<file path="config.mk">
export PLATFORM = sky130hd
export DESIGN_NAME = sfs_front_end
export DESIGN_NICKNAME = d
export VERILOG_FILES = /design/src/verilog/sfs_pkg.sv /design/src/verilog/sfs_front_end.sv
export SDC_FILE = /design/constraint.sdc
export NUM_CORES = 1
export LEC_CHECK = 0
export ABC_AREA = 1
export BUFFER_PORTS_ARGS = -buffer_cell sky130_fd_sc_hd__buf_2
export CAP_MARGIN = 10
export CORE_ASPECT_RATIO = 1.1
export CORE_UTILIZATION = 47
export CTS_CLUSTER_DIAMETER = 150
export DETAILED_ROUTE_END_ITERATION = 8
export PLACE_DENSITY = 0.64
export SYNTH_ARGS = -nofsm -noshare
export SYNTH_HDL_FRONTEND = slang
export SYNTH_SLANG_ARGS = --single-unit
</file>
<file path="constraint.sdc">
create_clock -name clk_sys -period 11.12 [get_ports clk_sys]
set_input_delay 2.224 -clock clk_sys [delete_from_list [all_inputs] [get_ports clk_sys]]
set_output_delay 2.224 -clock clk_sys [all_outputs]
set_load 0.02 [all_outputs]
</file>
<file path="src/verilog/sfs_pkg.sv">
// sfs_pkg: constants and types of the serial flash front end
// assumes a 10 MHz system clock and an 18-bit byte address space
package sfs_pkg;
    localparam int CLK_HZ   = 10_000_000;      // system clock rate
    localparam int T_CHIP_MS = 35;             // chip erase busy time, ms
    localparam int T_BLK_MS  = 18;             // sector/block erase busy time, ms
    localparam int T_PROG_US = 7;              // byte program busy time, us
    localparam int CYC_CHIP = T_CHIP_MS * (CLK_HZ / 1000);
    localparam int CYC_BLK  = T_BLK_MS * (CLK_HZ / 1000);
    localparam int CYC_PROG = T_PROG_US * (CLK_HZ / 1_000_000);
    localparam int CNT_W    = 19;              // busy counter width
    localparam int ADR_W    = 18;              // byte address width

    // register offsets
    localparam logic [7:0] OFS_RXD  = 8'h00;   // last received byte
    localparam logic [7:0] OFS_TXD  = 8'h04;   // byte to shift out
    localparam logic [7:0] OFS_STAT = 8'h08;   // flash status byte
    localparam logic [7:0] OFS_CMD  = 8'h0c;   // internal operation start
    localparam logic [7:0] OFS_CTRL = 8'h10;   // mode control
    localparam logic [7:0] OFS_IRQ  = 8'h14;   // sticky events, read clears
    localparam logic [7:0] OFS_MASK = 8'h18;   // event mask
    localparam logic [7:0] OFS_BASE = 8'h1c;   // aligned base of last op
    localparam logic [7:0] OFS_LINK = 8'h20;   // link state view

    // status bit positions and value after reset
    localparam int ST_BUSY = 0;
    localparam int ST_WEL  = 1;
    localparam int ST_BP0  = 2;
    localparam int ST_BP1  = 3;
    localparam int ST_AAI  = 6;
    localparam int ST_BPL  = 7;
    localparam logic [7:0] ST_RESET = 8'h0c;

    // command field of OFS_CMD; address sits in bits 25:8
    localparam logic [2:0] CMD_PROG = 3'h1;
    localparam logic [2:0] CMD_SECT = 3'h2;
    localparam logic [2:0] CMD_B32  = 3'h3;
    localparam logic [2:0] CMD_B64  = 3'h4;
    localparam logic [2:0] CMD_CHIP = 3'h5;
    localparam logic [2:0] CMD_WREN = 3'h6;
    localparam logic [2:0] CMD_WRDI = 3'h7;
    localparam int CMD_ADR_LSB = 8;

    // erase granularity masks
    localparam logic [17:0] MASK_4K  = 18'h0_0fff;
    localparam logic [17:0] MASK_32K = 18'h0_7fff;
    localparam logic [17:0] MASK_64K = 18'h0_ffff;

    // control bits
    localparam int CT_AAI  = 0;                // auto_increment_program mode
    localparam int CT_RBSO = 1;                // ready_busy_out on serial output

    // event bits
    localparam int EV_START = 0;
    localparam int EV_BYTE  = 1;
    localparam int EV_END   = 2;
    localparam int EV_DONE  = 3;
    localparam int EV_STREF = 4;
    localparam int EV_OPREF = 5;
    localparam int EV_W     = 6;

    // synchronised pin group
    typedef struct packed {
        logic cs_n;
        logic sck;
        logic si;
        logic hold_n;
        logic wp_n;
    } sfs_pins_s;
    localparam sfs_pins_s PIN_RESET = '{cs_n: 1'b1, sck: 1'b0, si: 1'b0,
                                        hold_n: 1'b1, wp_n: 1'b1};

    typedef enum logic [1:0] {SFS_IDLE, SFS_RUN, SFS_HOLD} sfs_link_e;
endpackage

</file>
<file path="src/verilog/sfs_front_end.sv">
// sfs_front_end: serial link front end of a small serial flash
// assumes pins arrive asynchronously and the link clock is far below clk_sys
`timescale 1ns/1ps

module sfs_front_end
    import sfs_pkg::*;
#(
    parameter int         CHIP_CYC     = CYC_CHIP, // chip erase busy cycles
    parameter int         BLK_CYC      = CYC_BLK,  // sector/block busy cycles
    parameter logic [7:0] STATUS_WR_OP = 8'h01     // opcode of write_status_cmd
)
(
    input  wire logic        clk_sys,
    input  wire logic        rst,
    input  wire logic        cs_n,
    input  wire logic        sck,
    input  wire logic        si,
    input  wire logic        hold_n,
    input  wire logic        wp_n,
    output logic             so,
    output logic             so_oe,
    input  wire logic [7:0]  addr,
    input  wire logic [31:0] wdata,
    input  wire logic        wr,
    input  wire logic        rd,
    output logic      [31:0] rdata,
    output logic             irq
);
    sfs_pins_s         pin_raw;     // pins as they arrive
    sfs_pins_s         pin_m;       // first sync stage
    sfs_pins_s         pin_s;       // second sync stage
    logic              sck_d;       // previous synced clock
    logic              cs_d;        // previous synced select
    sfs_link_e         state;       // link state
    sfs_link_e         next_state;
    logic [6:0]        rx_sh;       // input shift register
    logic [2:0]        bit_cnt;     // bits of current byte
    logic [1:0]        byte_cnt;    // bytes of frame, saturating
    logic [7:0]        opcode;      // first byte of frame
    logic [7:0]        rx_data;
    logic [6:0]        tx_sh;       // output shift register
    logic [7:0]        tx_data;
    logic [7:0]        status;
    logic [1:0]        ctrl;
    logic [EV_W-1:0]   irq_st;
    logic [EV_W-1:0]   irq_mask;
    logic [ADR_W-1:0]  op_addr;     // base of last started op
    logic [CNT_W-1:0]  cnt;         // busy countdown

    // pin edges and qualifiers
    logic sck_rise, sck_fall, cs_fall, cs_rise, run, bit_take, byte_done;
    assign pin_raw   = '{cs_n: cs_n, sck: sck, si: si, hold_n: hold_n, wp_n: wp_n};
    assign sck_rise  = pin_s.sck & ~sck_d;
    assign sck_fall  = ~pin_s.sck & sck_d;
    assign cs_fall   = cs_d & ~pin_s.cs_n;
    assign cs_rise   = ~cs_d & pin_s.cs_n;
    assign run       = (state == SFS_RUN) & ~pin_s.cs_n;
    assign bit_take  = run & sck_rise;
    assign byte_done = bit_take & (bit_cnt == 3'h7);

    // status write over the link, gated by the guard pin
    logic st_spi_wr, st_allow, st_refuse;
    assign st_spi_wr = byte_done & (byte_cnt == 2'h1) & (opcode == STATUS_WR_OP);
    assign st_allow  = pin_s.wp_n | ~status[ST_BPL];
    assign st_refuse = st_spi_wr & ~st_allow;

    // internal operation decode
    logic             cmd_wr, is_mem, prot_hit, op_go, op_refuse, op_done;
    logic [2:0]       cmd;
    logic [1:0]       lvl;
    logic [ADR_W-1:0] cmd_addr, op_mask, op_base;
    logic [CNT_W-1:0] op_cyc;
    assign cmd_wr   = wr & (addr == OFS_CMD);
    assign cmd      = wdata[2:0];
    assign cmd_addr = wdata[CMD_ADR_LSB +: ADR_W];
    assign is_mem   = (cmd != 3'h0) & (cmd < CMD_WREN);
    assign op_mask  = (cmd == CMD_SECT) ? MASK_4K :
                      (cmd == CMD_B32)  ? MASK_32K :
                      (cmd == CMD_B64)  ? MASK_64K : '0;
    assign op_base  = cmd_addr & ~op_mask;
    assign lvl      = status[ST_BP1:ST_BP0];
    assign prot_hit = (cmd == CMD_CHIP) ? (lvl != 2'h0) :
                      (lvl == 2'h3) | ((lvl == 2'h2) & op_base[17]) |
                      ((lvl == 2'h1) & (&op_base[17:16]));
    assign op_go     = cmd_wr & is_mem & ~status[ST_BUSY] & status[ST_WEL] & ~prot_hit;
    assign op_refuse = cmd_wr & is_mem & ~op_go;
    assign op_cyc    = (cmd == CMD_PROG) ? CNT_W'(CYC_PROG) :
                       (cmd == CMD_CHIP) ? CNT_W'(CHIP_CYC) : CNT_W'(BLK_CYC);
    assign op_done   = status[ST_BUSY] & (cnt == CNT_W'(1));

    // events and register read
    logic [EV_W-1:0] ev_set, ev_clr;
    logic [7:0]      stat_view;
    logic [31:0]     rd_word;
    assign ev_set    = {op_refuse, st_refuse, op_done, cs_rise, byte_done,
                        cs_fall & (state == SFS_IDLE)};
    assign ev_clr    = (rd & (addr == OFS_IRQ)) ? '1 : '0;
    assign stat_view = {status[7:7], ctrl[CT_AAI], 2'b00, status[3:0]};
    assign rd_word   = (addr == OFS_RXD)  ? {24'h00_0000, rx_data} :
                       (addr == OFS_TXD)  ? {24'h00_0000, tx_data} :
                       (addr == OFS_STAT) ? {24'h00_0000, stat_view} :
                       (addr == OFS_CTRL) ? {30'h0000_0000, ctrl} :
                       (addr == OFS_IRQ)  ? {26'h000_0000, irq_st} :
                       (addr == OFS_MASK) ? {26'h000_0000, irq_mask} :
                       (addr == OFS_BASE) ? {14'h0000, op_addr} :
                       (addr == OFS_LINK) ? {24'h00_0000, 1'b0, bit_cnt,
                                             byte_cnt, state} : '0;

    // link state: pause entry/exit only while clock low
    always_comb
    begin
        next_state = state;
        case (state)
            SFS_IDLE: if (cs_fall) next_state = SFS_RUN;
            SFS_RUN:
            begin
                if (pin_s.cs_n) next_state = SFS_IDLE;
                else if (~pin_s.sck & ~pin_s.hold_n) next_state = SFS_HOLD;
            end
            SFS_HOLD:
            begin
                if (pin_s.cs_n) next_state = SFS_IDLE;
                else if (~pin_s.sck & pin_s.hold_n) next_state = SFS_RUN;
            end
            default: next_state = SFS_IDLE;
        endcase
    end

    // two-stage pin synchroniser and edge history
    always_ff @(posedge clk_sys or posedge rst)
    begin
        if (rst)
        begin
            pin_m <= PIN_RESET;
            pin_s <= PIN_RESET;
            sck_d <= 1'b0;
            cs_d  <= 1'b1;
            state <= SFS_IDLE;
        end
        else
        begin
            pin_m <= pin_raw;
            pin_s <= pin_m;
            sck_d <= pin_s.sck;
            cs_d  <= pin_s.cs_n;
            state <= next_state;
        end
    end

    // input shifting; held in pause, dropped on new select
    always_ff @(posedge clk_sys or posedge rst)
    begin
        if (rst)
        begin
            rx_sh    <= '0;
            bit_cnt  <= '0;
            byte_cnt <= '0;
            opcode   <= '0;
            rx_data  <= '0;
        end
        else if (cs_fall)
        begin
            bit_cnt  <= '0;
            byte_cnt <= '0;
        end
        else if (bit_take)
        begin
            rx_sh   <= {rx_sh[5:0], pin_s.si};
            bit_cnt <= bit_cnt + 3'h1;
            if (byte_done)
            begin
                rx_data <= {rx_sh, pin_s.si};
                if (byte_cnt == 2'h0) opcode <= {rx_sh, pin_s.si};
                if (byte_cnt != 2'h3) byte_cnt <= byte_cnt + 2'h1;
            end
        end
    end

    // output shifting on falling clock; busy view in auto-increment mode
    always_ff @(posedge clk_sys or posedge rst)
    begin
        if (rst)
        begin
            so    <= 1'b0;
            tx_sh <= '0;
            so_oe <= 1'b0;
        end
        else
        begin
            so_oe <= (next_state == SFS_RUN);
            if (run & sck_fall)
            begin
                if (ctrl[CT_AAI] & ctrl[CT_RBSO]) so <= ~status[ST_BUSY];
                else if (bit_cnt == 3'h0)
                begin
                    so    <= tx_data[7];
                    tx_sh <= tx_data[6:0];
                end
                else
                begin
                    so    <= tx_sh[6];
                    tx_sh <= {tx_sh[5:0], 1'b0};
                end
            end
        end
    end

    // status, busy timer and software registers
    always_ff @(posedge clk_sys or posedge rst)
    begin
        if (rst)
        begin
            status   <= ST_RESET;
            cnt      <= '0;
            op_addr  <= '0;
            tx_data  <= '0;
            ctrl     <= '0;
            irq_mask <= '0;
        end
        else
        begin
            if (wr & (addr == OFS_TXD)) tx_data <= wdata[7:0];
            if (wr & (addr == OFS_CTRL)) ctrl <= wdata[1:0];
            if (wr & (addr == OFS_MASK)) irq_mask <= wdata[EV_W-1:0];
            if (op_go)
            begin
                status[ST_BUSY] <= 1'b1;
                cnt             <= op_cyc;
                op_addr         <= op_base;
            end
            else if (status[ST_BUSY])
            begin
                cnt <= cnt - CNT_W'(1);
                if (op_done)
                begin
                    status[ST_BUSY] <= 1'b0;
                    status[ST_WEL]  <= 1'b0;
                end
            end
            if (cmd_wr & (cmd == CMD_WREN) & ~status[ST_BUSY]) status[ST_WEL] <= 1'b1;
            if (cmd_wr & (cmd == CMD_WRDI)) status[ST_WEL] <= 1'b0;
            if (st_spi_wr & st_allow)
            begin
                status[ST_BP1:ST_BP0] <= {rx_sh[2:1]};
                status[ST_BPL]        <= rx_sh[6];
                status[ST_WEL]        <= 1'b0;
            end
        end
    end

    // sticky events, read data and interrupt line
    always_ff @(posedge clk_sys or posedge rst)
    begin
        if (rst)
        begin
            irq_st <= '0;
            rdata  <= '0;
            irq    <= 1'b0;
        end
        else
        begin
            irq_st <= (irq_st & ~ev_clr) | ev_set;  // set wins
            rdata  <= rd ? rd_word : '0;
            irq    <= |(irq_st & irq_mask);
        end
    end
endmodule

</file>
==> out/metrics.cfg <==
[pwr]
ir_drop_mv=0.0946
cellPowerDensity_nw_per_um2=170
leakage_nw=3.82

[sta]
min_period_ns=3.82
layout_worst_path_cycle_share_pct=34.4
setup_viol=0
finalHoldViolations=0
drv_slew=0
max_freq_mhz=262
fin_tns_setup_ns=0
setup_ws_ns=7.30
worst_slew_pin_slew_ns=1.09
rsz0062_at_grt=no
finClkSkew_ns=0.00665
relSlewSlack_pct=27.3

[setup_path]
worst-r2r-setup-slack_ns=8.89
critPathMaxFanout=16
slowest_delay_ns=0.83
worst_setup_path_end_kind=flop
cp_slowest_cell=nor2_1
crit_chain=buf_2, nor2_1, nand3_1, nor2_1, nand2_1, nand3_1, nand2_1, nand3_1, nand2_1, inv_1
worstPathArrival_ns=4.18
required_ns=11.48
critPathLaunchType=primary input
critPathKind=primary input to flop

[route]
vias=5488
routed_wl_um=15400
routed_via_density=5.00
drtPass1Iterations=5
drc=0
antenna_left=0
drt-initial-drc-count=369
post_drt_wl_per_cell_um=14.0

[place]
dp_hpwl_um=10900
detailedPlace.worstSlack_ns=6.82
io_buffers=63
dp_cells=1065
gp_congestion=0.887

[cells_and_area]
syn2layout_area_growth_pct=15.6
finalNonFillerCells=1097
antenna_cells=0
drive_gt1_share_pct=15.0
nets=953

[grt]
grt_util_all_layers_pct=23.4
grt_pass1_vias=5171
grt_antenna_before_repair=0
grt_max_degree=73
overflow=0
grt_pass1_wl_um=25800

[clock_tree]
clk_pin_slew_ns=0.05
cts_buffer_depth=2
clk_latency_ns=0.42
root_buffer=clkbuf_16
post-cts-setup-buffer-count=0
cts_tree=built
clock-sinks=134
cts_resized=0
h-tree-depth=4
cts_buffers=17
holdBufCountCts=0

[worst_hold_path]
hold_path_class=flop to flop

[floorplanning]
die_y_um=127
initial_utilization_pct=48.1
coreArea_um2=13800
die_w_um=115
dieArea_um2=14600
fp-row-count=45
pin_count=84

[logic_synthesis]
synthCells=829
synth_cell_types=39
synth_seq_cells=134
synth_seq_area_share_pct=50.7
avgSynthCellArea_um2=8.01
syn_area_um2=6640
yosys_warnings=0

[job]
max_cap_violations=0

[status]
outcome=finished clean

cells in the mapped netlist (all sizes together):
library cell | count | share of area [%]
nand2 | 241 | 14
xor2 | 7 | 0.92
nor3 | 3 | 0.23
dfstp | 9 | 3.6
o21ai | 97 | 7.3
mux2 | 3 | 0.51
dfrtp | 125 | 47
a31oi | 2 | 0.19
o31ai | 1 | 0.11
o22ai | 8 | 0.75
conb | 1 | 0.057
o211ai | 9 | 1.0
nand4 | 10 | 0.94
or2 | 2 | 0.19
o21bai | 2 | 0.23
nand3b | 4 | 0.45
nor4 | 1 | 0.094
inv | 98 | 5.5
a221oi | 1 | 0.13
nand3 | 42 | 3.7
and2 | 1 | 0.094
nor2 | 96 | 5.9
o21a | 1 | 0.11
a21oi | 27 | 2.1
buf | 26 | 2.9
clkbuf | 4 | 0.25
ha | 8 | 1.5
through the flow:
stage / utilization (%) / instance area (µm²) / total power, W / hold WS, ns
after global routing: 55.6 / 7670 / 0.00136 / 0.349
after CTS: 55.6 / 7670 / 0.00131 / 0.348
final: 55.6 / 7670 / 0.00130 / 0.348
after detailed placement: 51.1 / 7050 / 0.000713 / 0.336
after floorplan: - / 6690 / 0.000671 / 0.331
after global placement: 51.1 / 7050 / 0.000711 / 0.334
cells in the final DEF (no fill, tap or decap), types with 3 or more instances in the layout:
cell       netlist  layout
nor3_1           3       3
nand4_1         10      10
nand2_1        234     234
nor2_1          88      88
buf_2            7      63
dfstp_2          9       9
bufinv_16        0       4
a21oi_1         26      26
nand3b_1         4       4
dfrtp_1        125     125
mux2_2           3       3
clkbuf_8         0       3
clkbuf_1         3       3
nand3_2          5       5
conb_1           1      14
o22ai_1          8       8
ha_1             8       8
inv_1           93      92
xor2_1           7       7
clkinv_2         0       4
nand3_1         36      36
nand2_2          5       5
o21ai_1         26      26
o21ai_0         71      71
nor2_2           6       6
clkbuf_16        0      17
o211ai_1         9       9
inv_2            5       5
metal layers:
metal	part of all wire (%)	global-route usage, %
met1	47	31.7
met2	47	36.7
met3	4.1	4.20
met4	2.4	10.2
met5	0	0
state kept, by name, summed over array words and instances, names as in the netlist, 6 cells and up:
register and count:
cnt 19, op_addr 18, rx_data 8, tx_sh 7, irq_st 6, opcode 8, tx_data 8, rx_sh 7
rdata 18, irq_mask 6
cell type report:
type / count / area [µm²]
tap: 188 / 235
fill: 1295 / 6120
inverter: 98 / 373
timing repair buffer: 65 / 330
sequential: 134 / 3360
clock inverter: 9 / 148
clock buffer: 23 / 478
multi-input combinational: 580 / 2740
path summary, 6_finish.rpt:
kind | from | end | cells after the start
max | addr[7] | rdata[2]$_DFF_PP0_ | 10
min | pin_m[2]$_DFF_PP0_ | pin_s[2]$_DFF_PP0_ | 0
max reg2reg | pin_s[4]$_DFF_PP1_ | rx_data[3]$_DFFE_PP0P_ | 6
min reg2reg | pin_m[2]$_DFF_PP0_ | pin_s[2]$_DFF_PP0_ | 0
max in group asynchronous | rst | pin_s[2]$_DFF_PP0_ | 3
min in group asynchronous | rst | rdata[8]$_DFF_PP0_ | 2
critical path, delay by kind of cell:
kind                   cells  cell delay, ns
and+or+nand+nor            8            1.80
buffers and inverters      2            0.15
cells by family (layout without fill, tap and decap cells):
group | after synthesis | after routing | share of synthesized area, %
fa+ha+maj | 8 | 8 | 1.51
compound gates | 148 | 148 | 12.0
mux | 3 | 3 | 0.509
simple gates | 400 | 400 | 25.7
buf+inv | 128 | 195 | 8.69
other cells | 1 | 14 | 0.0565
flops | 134 | 134 | 50.7
xor+xnor | 7 | 7 | 0.924
power by group:
group          leakage [nW]  switching (W)  internal, W
combinational          1.77       0.000106    0.0000511
sequential             1.74      0.0000271     0.000523
clock                 0.307       0.000204     0.000391
total                  3.82       0.000337     0.000965
Power figures use the tool's default switching activity.
